### config.mk
export PLATFORM = sky130hd
export DESIGN_NAME = fvcb_bank
export DESIGN_NICKNAME = d
export VERILOG_FILES = /design/src/rtl/fvcb_pkg.sv /design/src/rtl/fvcb_train_gen.sv /design/src/rtl/fvcb_decode.sv /design/src/rtl/fvcb_bank.sv
export SDC_FILE = /design/constraint.sdc
export NUM_CORES = 1
export LEC_CHECK = 0
export BUFFER_PORTS_ARGS = -buffer_cell sky130_fd_sc_hd__buf_2
export CORE_MARGIN = 3
export CORE_UTILIZATION = 50
export CTS_BUF_LIST = sky130_fd_sc_hd__clkbuf_8 sky130_fd_sc_hd__clkbuf_16
export DETAILED_ROUTE_END_ITERATION = 7
export PLACE_DENSITY = 0.74
export SETUP_SLACK_MARGIN = 0.15
export SLEW_MARGIN = 20
export SYNTH_ARGS = -nofsm -noshare
export SYNTH_HDL_FRONTEND = slang
export SYNTH_SLANG_ARGS = --single-unit
### constraint.sdc
create_clock -name clk -period 1.8 [get_ports clk]
set_input_delay 0.27 -clock clk [delete_from_list [all_inputs] [get_ports clk]]
set_output_delay 0.27 -clock clk [all_outputs]
set_load 0.05 [all_outputs]
### src/rtl/fvcb_pkg.sv
package fvcb_pkg;

    // Register byte addresses
    localparam logic [7:0] FVCB_ADDR_IO_MODE   = 8'h00;
    localparam logic [7:0] FVCB_ADDR_DUMMY     = 8'h01;
    localparam logic [7:0] FVCB_ADDR_RSVD2     = 8'h02;
    localparam logic [7:0] FVCB_ADDR_DRIVE     = 8'h03;
    localparam logic [7:0] FVCB_ADDR_RSVD4     = 8'h04;
    localparam logic [7:0] FVCB_ADDR_ADDR_W    = 8'h05;
    localparam logic [7:0] FVCB_ADDR_EXEC      = 8'h06;
    localparam logic [7:0] FVCB_ADDR_WRAP      = 8'h07;
    localparam logic [7:0] FVCB_ADDR_RSVD8     = 8'h08;
    localparam logic [7:0] FVCB_ADDR_RSVD9     = 8'h09;
    localparam logic [7:0] FVCB_ADDR_TRAIN     = 8'h0A;
    localparam logic [7:0] FVCB_ADDR_INTEG     = 8'h0B;
    localparam int         FVCB_NUM_BYTES      = 12;

    // Reset values
    localparam logic [7:0] FVCB_RST_IO_MODE    = 8'hFF;
    localparam logic [7:0] FVCB_RST_DUMMY      = 8'h1F;
    localparam logic [7:0] FVCB_RST_DRIVE      = 8'hFF;
    localparam logic [7:0] FVCB_RST_ADDR_W     = 8'hFF;
    localparam logic [7:0] FVCB_RST_EXEC       = 8'hFF;
    localparam logic [7:0] FVCB_RST_WRAP       = 8'hFF;
    localparam logic [7:0] FVCB_RST_TRAIN      = 8'h55;
    localparam logic [7:0] FVCB_RST_INTEG      = 8'hFF;
    localparam logic [7:0] FVCB_RSVD_READ      = 8'hFF;

    // Integrity control field positions
    localparam int FVCB_BIT_RSVD7   = 7;
    localparam int FVCB_BIT_SW_PAT  = 6;
    localparam int FVCB_BIT_CRCSZ_H = 5;
    localparam int FVCB_BIT_CRCSZ_L = 4;
    localparam int FVCB_BIT_CRC_N   = 3;
    localparam int FVCB_BIT_ERRTYP  = 2;
    localparam int FVCB_BIT_ERROE_N = 1;
    localparam int FVCB_BIT_ECC_N   = 0;

    // Mode byte encodings
    localparam logic [7:0] FVCB_IO_EXT_DQS     = 8'hFF;
    localparam logic [7:0] FVCB_IO_EXT_NODQS   = 8'hDF;
    localparam logic [7:0] FVCB_IO_ODDR_DQS    = 8'hE7;
    localparam logic [7:0] FVCB_IO_ODDR_NODQS  = 8'hC7;
    localparam logic [7:0] FVCB_CODE_FF        = 8'hFF;
    localparam logic [7:0] FVCB_CODE_FE        = 8'hFE;
    localparam logic [7:0] FVCB_CODE_FD        = 8'hFD;
    localparam logic [7:0] FVCB_CODE_FC        = 8'hFC;
    localparam logic [7:0] FVCB_DUMMY_MIN      = 8'h01;
    localparam logic [7:0] FVCB_DUMMY_MAX      = 8'h1E;
    localparam logic [7:0] FVCB_DUMMY_DEF      = 8'h1F;
    localparam logic [7:0] FVCB_DUMMY_ZERO     = 8'h00;
    localparam logic [1:0] FVCB_CRC_32B        = 2'h2;
    localparam logic [1:0] FVCB_CRC_64B        = 2'h1;
    localparam logic [7:0] FVCB_CMD_READ_VCR   = 8'h85;

    typedef enum logic [1:0] {
        FVCB_IO_EXT      = 2'b00,
        FVCB_IO_EXT_NS   = 2'b01,
        FVCB_IO_OCT      = 2'b10,
        FVCB_IO_OCT_NS   = 2'b11
    } fvcb_io_e;

    typedef enum logic [1:0] {
        FVCB_WRAP_NONE   = 2'b00,
        FVCB_WRAP_64     = 2'b01,
        FVCB_WRAP_32     = 2'b10,
        FVCB_WRAP_16     = 2'b11
    } fvcb_wrap_e;

    typedef enum logic [1:0] {
        FVCB_DRV_50      = 2'b00,
        FVCB_DRV_35      = 2'b01,
        FVCB_DRV_25      = 2'b10,
        FVCB_DRV_18      = 2'b11
    } fvcb_drive_e;

    // Write port from the command decoder
    typedef struct packed {
        logic       en;
        logic [7:0] addr;
        logic [7:0] data;
    } fvcb_wr_s;

    // Decoded settings as seen by the rest of the device
    typedef struct packed {
        fvcb_io_e    io_mode;
        logic        octal_ddr;
        logic        strobe_en;
        logic [4:0]  dummy_cycles;
        logic        dummy_default;
        fvcb_drive_e drive;
        logic        addr_4byte;
        logic        execute_in_place;
        fvcb_wrap_e  wrap;
        logic [7:0]  training_pattern;
        logic        sso_pattern_select;
        logic        crc_chunk_64;
        logic        crc_parity_active;
        logic        error_type_select;
        logic        ecc_active;
        logic        error_output_active;
    } fvcb_cfg_s;

endpackage

### src/rtl/fvcb_train_gen.sv
`timescale 1ns/10ps
module fvcb_train_gen
    import fvcb_pkg::*;
(
    input  wire logic       clk,
    input  wire logic       arst_n,
    input  wire logic [7:0] pattern,
    input  wire logic       sso_pattern_select,
    input  wire logic [2:0] bit_index,
    output logic [7:0]      train_lines
);

    logic       pat_bit;        // Pattern bit for this beat
    logic [7:0] next_lines;     // Lines before the output register

    // Pick the pattern bit, MSB first
    assign pat_bit = pattern[3'h7 - bit_index];

    // Same bit on every line, line 3 flipped when sso_pattern_select is low
    always_comb begin
        next_lines = {8{pat_bit}};
        if (!sso_pattern_select) begin
            next_lines[3] = ~pat_bit;
        end
    end

    // Registered drive onto the data lines
    always_ff @(posedge clk or negedge arst_n) begin
        if (!arst_n) begin
            train_lines <= 8'h00;
        end else begin
            train_lines <= next_lines;
        end
    end

endmodule

### src/rtl/fvcb_decode.sv
`timescale 1ns/10ps
module fvcb_decode
    import fvcb_pkg::*;
(
    input  wire logic [7:0] io_byte,
    input  wire logic [7:0] dummy_byte,
    input  wire logic [7:0] drive_byte,
    input  wire logic [7:0] addr_byte,
    input  wire logic [7:0] exec_byte,
    input  wire logic [7:0] wrap_byte,
    input  wire logic [7:0] train_byte,
    input  wire logic [7:0] integ_byte,
    output fvcb_cfg_s       cfg
);

    // Byte codes to decoded settings; reserved codes keep the default meaning
    always_comb begin
        cfg = '0;
        // Protocol and strobe
        case (io_byte)
            FVCB_IO_EXT_NODQS:  cfg.io_mode = FVCB_IO_EXT_NS;
            FVCB_IO_ODDR_DQS:   cfg.io_mode = FVCB_IO_OCT;
            FVCB_IO_ODDR_NODQS: cfg.io_mode = FVCB_IO_OCT_NS;
            default:            cfg.io_mode = FVCB_IO_EXT;
        endcase
        cfg.octal_ddr = cfg.io_mode[1];
        cfg.strobe_en = ~cfg.io_mode[0];
        // Dummy clocks: 1..30 explicit, 0 and 1F..FF mean command default
        if (dummy_byte >= FVCB_DUMMY_MIN && dummy_byte <= FVCB_DUMMY_MAX) begin
            cfg.dummy_cycles  = dummy_byte[4:0];
            cfg.dummy_default = 1'b0;
        end else begin
            cfg.dummy_cycles  = 5'h00;
            cfg.dummy_default = 1'b1;
        end
        // Output impedance
        case (drive_byte)
            FVCB_CODE_FE: cfg.drive = FVCB_DRV_35;
            FVCB_CODE_FD: cfg.drive = FVCB_DRV_25;
            FVCB_CODE_FC: cfg.drive = FVCB_DRV_18;
            default:      cfg.drive = FVCB_DRV_50;
        endcase
        cfg.addr_4byte       = (addr_byte == FVCB_CODE_FE);
        cfg.execute_in_place = (exec_byte == FVCB_CODE_FE);
        // Read wrap
        case (wrap_byte)
            FVCB_CODE_FE: cfg.wrap = FVCB_WRAP_64;
            FVCB_CODE_FD: cfg.wrap = FVCB_WRAP_32;
            FVCB_CODE_FC: cfg.wrap = FVCB_WRAP_16;
            default:      cfg.wrap = FVCB_WRAP_NONE;
        endcase
        cfg.training_pattern   = train_byte;
        cfg.sso_pattern_select = integ_byte[FVCB_BIT_SW_PAT];
        cfg.crc_chunk_64       = (integ_byte[FVCB_BIT_CRCSZ_H:FVCB_BIT_CRCSZ_L] == FVCB_CRC_64B);
        cfg.crc_parity_active  = ~integ_byte[FVCB_BIT_CRC_N] & cfg.octal_ddr;
        cfg.ecc_active         = ~integ_byte[FVCB_BIT_ECC_N];
        cfg.error_type_select  = integ_byte[FVCB_BIT_ERRTYP];
        cfg.error_output_active = ~integ_byte[FVCB_BIT_ERROE_N];
    end

endmodule

### src/rtl/fvcb_bank.sv
`timescale 1ns/10ps
// Contract
// - Low pattern select bit inverts data line three
// - Chunk field picks 32 or 64 bytes
// - Low CRC bit enables octal parity checks
// - Type bit picks error event reported
// - Low enable bit lets error pin act
// - Low ECC bit turns correction on
// - Training pattern byte, default 55h
// - Wrap byte selects continuous or wrap size
// - FEh enables execute-in-place, FFh disables
// - FEh selects four address bytes
// - Drive byte picks output impedance
// - Dummy byte sets clocks, 00h means default
// - Mode byte picks protocol and strobe
// - Read command returns addressed byte
module fvcb_bank
    import fvcb_pkg::*;
(
    input  wire logic       clk,
    input  wire logic       arst_n,
    input  wire fvcb_wr_s   wr,
    input  wire logic       rd_en,
    input  wire logic [7:0] rd_addr,
    input  wire logic       cmd_start,
    input  wire logic [2:0] train_bit,
    input  wire logic       ecc_corr_evt,
    input  wire logic       ecc_det_evt,
    output logic [7:0]      rd_data,
    output logic            rd_valid,
    output fvcb_cfg_s       cfg,
    output logic [7:0]      train_lines,
    output logic            ecc_record_evt,
    output logic            error_n
);

    ////////////////////////////////////////////////////////////////////////////
    // Storage
    ////////////////////////////////////////////////////////////////////////////

    logic [7:0] io_protocol_mode;        // Protocol mode byte
    logic [7:0] dummy_cycle_count;       // Dummy clock byte
    logic [7:0] output_drive_select;     // Output impedance byte
    logic [7:0] address_width_select;    // Address width byte
    logic [7:0] execute_in_place_enable; // Execute-in-place enable byte
    logic [7:0] read_wrap_select;        // Read wrap byte
    logic [7:0] training_pattern;        // Training pattern byte
    logic [6:0] integrity_control;       // Integrity control, bit 7 is fixed
    fvcb_cfg_s  next_cfg;                // Decoded from the bytes
    logic       sel_event;               // Selected ECC event

    // Address match helper, used by every write process
    function automatic logic hit(input fvcb_wr_s w, input logic [7:0] a);
        hit = w.en && (w.addr == a);
    endfunction

    // Protocol mode byte
    always_ff @(posedge clk or negedge arst_n) begin
        if (!arst_n) begin
            io_protocol_mode <= FVCB_RST_IO_MODE;
        end else if (hit(wr, FVCB_ADDR_IO_MODE)) begin
            io_protocol_mode <= wr.data;
        end
    end

    // Dummy clock byte
    always_ff @(posedge clk or negedge arst_n) begin
        if (!arst_n) begin
            dummy_cycle_count <= FVCB_RST_DUMMY;
        end else if (hit(wr, FVCB_ADDR_DUMMY)) begin
            dummy_cycle_count <= wr.data;
        end
    end

    // Drive strength byte
    always_ff @(posedge clk or negedge arst_n) begin
        if (!arst_n) begin
            output_drive_select <= FVCB_RST_DRIVE;
        end else if (hit(wr, FVCB_ADDR_DRIVE)) begin
            output_drive_select <= wr.data;
        end
    end

    // Address width byte
    always_ff @(posedge clk or negedge arst_n) begin
        if (!arst_n) begin
            address_width_select <= FVCB_RST_ADDR_W;
        end else if (hit(wr, FVCB_ADDR_ADDR_W)) begin
            address_width_select <= wr.data;
        end
    end

    // Execute-in-place byte; entry itself needs the host confirmation in a read
    always_ff @(posedge clk or negedge arst_n) begin
        if (!arst_n) begin
            execute_in_place_enable <= FVCB_RST_EXEC;
        end else if (hit(wr, FVCB_ADDR_EXEC)) begin
            execute_in_place_enable <= wr.data;
        end
    end

    // Wrap byte
    always_ff @(posedge clk or negedge arst_n) begin
        if (!arst_n) begin
            read_wrap_select <= FVCB_RST_WRAP;
        end else if (hit(wr, FVCB_ADDR_WRAP)) begin
            read_wrap_select <= wr.data;
        end
    end

    // Training pattern byte
    always_ff @(posedge clk or negedge arst_n) begin
        if (!arst_n) begin
            training_pattern <= FVCB_RST_TRAIN;
        end else if (hit(wr, FVCB_ADDR_TRAIN)) begin
            training_pattern <= wr.data;
        end
    end

    // Integrity control; the top bit is not stored
    always_ff @(posedge clk or negedge arst_n) begin
        if (!arst_n) begin
            integrity_control <= FVCB_RST_INTEG[6:0];
        end else if (hit(wr, FVCB_ADDR_INTEG)) begin
            integrity_control <= wr.data[6:0];
        end
    end

    ////////////////////////////////////////////////////////////////////////////
    // Decode and apply
    ////////////////////////////////////////////////////////////////////////////

    // Byte codes into settings
    fvcb_decode u_decode (
        .io_byte    (io_protocol_mode),
        .dummy_byte (dummy_cycle_count),
        .drive_byte (output_drive_select),
        .addr_byte  (address_width_select),
        .exec_byte  (execute_in_place_enable),
        .wrap_byte  (read_wrap_select),
        .train_byte (training_pattern),
        .integ_byte ({1'b1, integrity_control}),
        .cfg        (next_cfg)
    );

    // Settings latch at command start so a command never sees a change midway
    always_ff @(posedge clk or negedge arst_n) begin
        if (!arst_n) begin
            cfg <= '0;
            cfg.dummy_default      <= 1'b1;
            cfg.strobe_en          <= 1'b1;
            cfg.training_pattern   <= FVCB_RST_TRAIN;
            cfg.sso_pattern_select <= 1'b1;
            cfg.error_type_select  <= 1'b1;
        end else if (cmd_start) begin
            cfg <= next_cfg;
        end
    end

    // Training lines from the latched settings
    fvcb_train_gen u_train (
        .clk                (clk),
        .arst_n             (arst_n),
        .pattern            (cfg.training_pattern),
        .sso_pattern_select (cfg.sso_pattern_select),
        .bit_index          (train_bit),
        .train_lines        (train_lines)
    );

    ////////////////////////////////////////////////////////////////////////////
    // Error reporting
    ////////////////////////////////////////////////////////////////////////////

    // Event picked by the type bit, only while ECC runs
    assign sel_event = cfg.ecc_active &&
                       (cfg.error_type_select ? ecc_det_evt : ecc_corr_evt);

    // Tells the chunk address recorder which event to capture
    always_ff @(posedge clk or negedge arst_n) begin
        if (!arst_n) begin
            ecc_record_evt <= 1'b0;
        end else begin
            ecc_record_evt <= sel_event;
        end
    end

    // Error pin low on the selected event when its output is enabled
    always_ff @(posedge clk or negedge arst_n) begin
        if (!arst_n) begin
            error_n <= 1'b1;
        end else begin
            error_n <= ~(sel_event && cfg.error_output_active);
        end
    end

    ////////////////////////////////////////////////////////////////////////////
    // Read back
    ////////////////////////////////////////////////////////////////////////////

    // Addressed byte one cycle after the read strobe
    always_ff @(posedge clk or negedge arst_n) begin
        if (!arst_n) begin
            rd_data  <= 8'h00;
            rd_valid <= 1'b0;
        end else begin
            rd_valid <= rd_en;
            if (rd_en) begin
                case (rd_addr)
                    FVCB_ADDR_IO_MODE: rd_data <= io_protocol_mode;
                    FVCB_ADDR_DUMMY:   rd_data <= dummy_cycle_count;
                    FVCB_ADDR_DRIVE:   rd_data <= output_drive_select;
                    FVCB_ADDR_ADDR_W:  rd_data <= address_width_select;
                    FVCB_ADDR_EXEC:    rd_data <= execute_in_place_enable;
                    FVCB_ADDR_WRAP:    rd_data <= read_wrap_select;
                    FVCB_ADDR_TRAIN:   rd_data <= training_pattern;
                    FVCB_ADDR_INTEG:   rd_data <= {1'b1, integrity_control};
                    default:           rd_data <= FVCB_RSVD_READ;
                endcase
            end
        end
    end

endmodule

Word-level counts from Yosys, hierarchy flattened:

Cells that the tools add are included.

* output and inout port bits: 49
* input port bits: 34
* register bits after elaboration: 109

* reduce and logical (&&, ||, !) cells: 13
* multiplexer cells: 9
* add/subtract/negate cells: 1
* order comparisons: 3
* bitwise logic cells: 7
* equality and inequality tests: 26

Operator list (count)
* $eq 8x8->1 const B: 11
* $pmux 8 s8: 1
* $eq 8x3->1 const B: 6
* $eq 8x4->1 const B: 4
* $pmux 2 s3: 3
* $eq 8x1->1 const B: 2
* $eq 8x2->1 const B: 2
* $logic_not 8->1: 2
* $logic_and 1x1->1: 11
* $ge 8x1->1 const B: 1
* $le 8x5->1 const B: 1
* $mux 6: 1
* $not 1->1: 6
* $lt 3x4->1 const B: 1
* $bmux 1 s3: 1
* $mux 1: 3
* $sub 3x3->3 const A: 1
* $eq 2x1->1 const B: 1
* $and 1x1->1: 1

Longest topological paths before layout:

* depth after elaboration: 5
* depth in mapped cells: 6
* mapped depth without buffers: 4

By module:

A second synthesis with hierarchy kept.

* cell total of the unflattened synthesis: 395
* area, all modules: 5136.2 um^2

Modules (own cells, without submodules)
* fvcb_bank: area each 4642.0 um^2, cells an instance 329, seq. area each 2683.8 um^2, instances 1
* fvcb_decode: area each 319.1 um^2, cells an instance 50, seq. area each 0.0 um^2, instances 1
* fvcb_train_gen: area each 175.2 um^2, cells an instance 16, seq. area each 50.0 um^2, instances 1

Least setup slack after synthesis:

OpenSTA, ideal clock, no wires.

* path type: input -> register
* start: input port wr[13] (netlist name)
* end: register dummy_cycle_count[5]
* arrival time: 2.035 ns
* path slack: -0.360 ns
* required time: 1.675 ns
* path buffers: 1
* library setup time: 0.125 ns
* cell stages on the path: 5
* cells stage by stage: or4_4 or3_1 buf_2 nor3_2 mux2_2

* longest elaborated chain between the ends: 2

RTL lines
* from (decl): RTL line fvcb_bank.sv:22 `input wire fvcb_wr_s wr,`
* $eq 8x1->1: RTL line fvcb_bank.sv:54 `hit = w.en && (w.addr == a);`
* $logic_and 1x1->1: RTL line fvcb_bank.sv:54
* to (signal assigned): RTL line fvcb_bank.sv:71 `dummy_cycle_count <= wr.data;`
* to (decl): RTL line fvcb_bank.sv:42 `logic [7:0] dummy_cycle_count;`

No other way between the ends.
A chain may end at the register's enable or synchronous reset.

Final worst setup path:

* start: input port wr[13] (netlist name)
* end: register io_protocol_mode[3]

* longest elaborated chain between the ends: 2

RTL lines
* $logic_not 8->1: RTL line fvcb_bank.sv:54
* $logic_and 1x1->1: RTL line fvcb_bank.sv:54
* to (signal assigned): RTL line fvcb_bank.sv:62 `io_protocol_mode <= wr.data;`
* to (decl): RTL line fvcb_bank.sv:41 `logic [7:0] io_protocol_mode;`

No other way between the ends.

==> run_results.csv <==
group,metric,value,unit
grt,overflow,0,
die,die_h,106,um
sta,fmax,0.574,GHz
synthesis,netlist_area,4950,sq um
clock_tree,htreeDepth,3,
synthesis,ys_warn_count,0,
setup_path,worst-path-max-fanout,8,
finish,final_area,6050,sq um
place,place.gp.congestion,0.986,
pwr,leakagePower,0.00261,uW
synthesis,synth_edf_count,0,
synthesis,ys.flop_type,"dfstp_2",
finish,layout_commonest_cell,"buf_2",
die,dieArea,11100,sq um
die,placementRows,35,
clock_tree,clock-sinks,105,
drt,ant_nets,0,
synthesis,yosys_register_bits,105,
die,die_x,106,um
sta,fin_crit,1.74,ns
sta,hold_ws,0.113,ns
synthesis,avgSynthCellArea,12.4,sq um
drt,drc,0,
grt,grt_pass1_wl,19500,um
run_status,outcome,"complete, no violations",
clock_tree,clock_latency,0.37,ns
drt,vias,3503,
sta,setup_violations,0,
synthesis,async_flop_share,100,%
sta,skew,0.00710,ns
grt,grt_pass1_vias,3653,
synthesis,yosysUniqueCellTypes,46,
drt,detailedRoute.firstPassIterationCount,4,
grt,grt_max_degree,36,
synthesis,synth_area_leader_cell,"dfstp_2",
synthesis,synth_mux_area_share,23.0,%
drt,avgViaCountPerCell,5.61,
min_path,min_path_type,"primary input to register",
die,top_level_ports,83,
sta,rsz0062_at_grt,"yes",
setup_path,worstPathRequired,2.10,ns
clock_tree,root_buffer,"clkbuf_8",
clock_tree,clk_path_buf_depth,2,
setup_path,critical_path_class,"primary input to register",
die,placeableCoreArea,9420,sq um
grt,grt.total_usage,22.3,%
sta,drv_slew,0,
place,place_area,5700,sq um
synthesis,synth_top_family_by_area,"multiplexers",
sta,fin_crit_sh,96.8,%
clock_tree,cts_tree,"done",
sta,hold_viol_final,0,
drt,wire_per_inst,18.8,um
synthesis,synthAdderAreaFrac,0,%
synthesis,yosys.area_share.simple,11.4,%
finish,antenna_cells,0,
place,dpl.hpwl,8520,um
clock_tree,cts_made_buffers,9,
synthesis,syn-num-nets,434,
setup_path,crit_path_end_kind,"register",
pwr,power,4970,uW
synthesis,synth_top_area_share,34.5,%
die,initial_core_util,52.6,%
drt,drtIter0Drc,183,
finish,syn_to_final_growth,22.1,%
finish,nets,524,
synthesis,syn_inst,400,
setup_path,arrival,2.05,ns
sta,relSlewSlack,66.6,%
setup_path,worstSetupStartpointType,"primary input",
pwr,vdd_drop_max,0.582,mV
place,port_buffers,82,
synthesis,ys_seq_area_share,54.7,%
drt,drt-total-wl,11700,um
finish,drive_gt1_share,56.0,%
clock_tree,postCtsSetupRepairBufs,0,
pwr,powerDensity,822,nW/um^2
synthesis,synth.area.top_cells,"dfstp_2, dfrtp_1, mux2_2",
clock_tree,clk_pin_slew_worst_paths,0.10,ns
finish,mostFrequentLayoutCells,"buf_2, dfstp_2, mux2_2, dfrtp_1, mux2_4",
sta,worst-slew-pin-transition,0.500,ns
flow_run,drv_cap,0,
grt,antenna_found_initial,0,
synthesis,synthXorXnorAreaFrac,0.531,%
synthesis,synth-compound-area-share,6.39,%
-- final timing paths --
check,endpoint,slack [ns],start,cells after the start
max,io_protocol_mode[3]$_DFFE_PN1P_,0.06,wr[13],6
min,rd_valid$_DFF_PN0_,0.11,rd_en,1
max reg2reg,cfg[20]$_DFFE_PN1P_,0.29,dummy_cycle_count[7]$_DFFE_PN0P_,4
min reg2reg,error_n$_DFF_PN1_,0.43,cfg[0]$_DFFE_PN0P_,1
max in group asynchronous,integrity_control[3]$_DFFE_PN1P_,0.76,arst_n,3
min in group asynchronous,cfg[18]$_DFFE_PN0P_,0.41,arst_n,2
-- power breakdown --
| part | total, uW | internal, uW | switching [uW] |
|---|---|---|---|
| Clock | 1700 | 870 | 825 |
| Sequential | 2610 | 2530 | 86.7 |
| Combinational | 662 | 239 | 423 |
| Total | 4970 | 3630 | 1330 |
-- layer usage --
layer	GRT usage, %	up-vias	share of wire (%)
li1	-	1616	-
met1	31.8	1761	47
met2	34.3	100	46
met3	3.74	26	4.3
met4	8.33	0	2.8
met5	0	-	0
-- sequential cells by signal (all words and copies together), names as in the netlist --
register,flops
dummy_cycle_count,8
execute_in_place_enable,8
training_pattern,8
read_wrap_select,8
output_drive_select,8
rd_data,8
u_train.train_lines,2
io_protocol_mode,8
address_width_select,8
error_n,1
integrity_control,7
ecc_record_evt,1
rd_valid,1
cfg,29
-- critical path: stages --
cell	delay (ns)
buf_6	0.09
or4_4	0.54
or3_4	0.39
nor4b_4	0.24
buf_6	0.17
mux2_2	0.35
-- kinds of logic (layout without fill, tap and decap cells) --
| kind of cell | count (synthesis) | after routing |
|---|---|---|
| DFF | 105 | 105 |
| AOI/OAI and AO/OA | 54 | 54 |
| muxes | 102 | 102 |
| and+or+nand+nor | 93 | 93 |
| xor gates and xnor gates | 3 | 3 |
| buffers and inverters | 43 | 138 |
-- cell usage after synthesis (2+ instances only) --
cell type,count
a21oi_1,9
a31oi_1,10
and3_1,2
and4_1,2
buf_1,2
buf_2,2
buf_4,8
clkbuf_1,15
dfrtp_1,40
dfstp_2,65
inv_1,16
mux2_2,75
mux2i_1,24
mux4_2,2
nand2_1,18
nand3_1,3
nand3b_1,19
nand4_1,4
nand4b_1,4
nor2_1,22
nor2b_1,2
nor3_2,3
o21a_1,2
o21ai_0,17
o22ai_1,11
or2_2,2
xnor2_1,2
-- cell type report --
class / instances / area [sq um]
clock buffer: 11 / 151
clock inverter: 5 / 85.1
fill: 708 / 3370
inverter: 16 / 60.1
multi-input combinational: 252 / 2200
sequential: 105 / 2710
tap: 129 / 161
timing repair buffer: 106 / 684
-- per-stage QoR --
step           setup WS, ns  TNS [ns]  utilization (%)  instances
5_1_grt              0.0229         0             64.2        624
3_5_place_dp         -0.444    -19.16             60.6        607
2_1_floorplan        -0.325    -11.64                -        400
4_1_cts              0.0713         0             64.2        624
3_3_place_gp         -0.394    -17.85             60.6        607
6_report             0.0581         0             64.2        624
-- what timing repair did --
item	4_1_cts	5_1_grt
endpoints found under the setup margin	48	45
endpoints found under the hold margin	11	0
resized for setup	23	2
hold buffers	1	0
pin swaps	0	2
No activity file was read; power rests on OpenSTA's default activity.
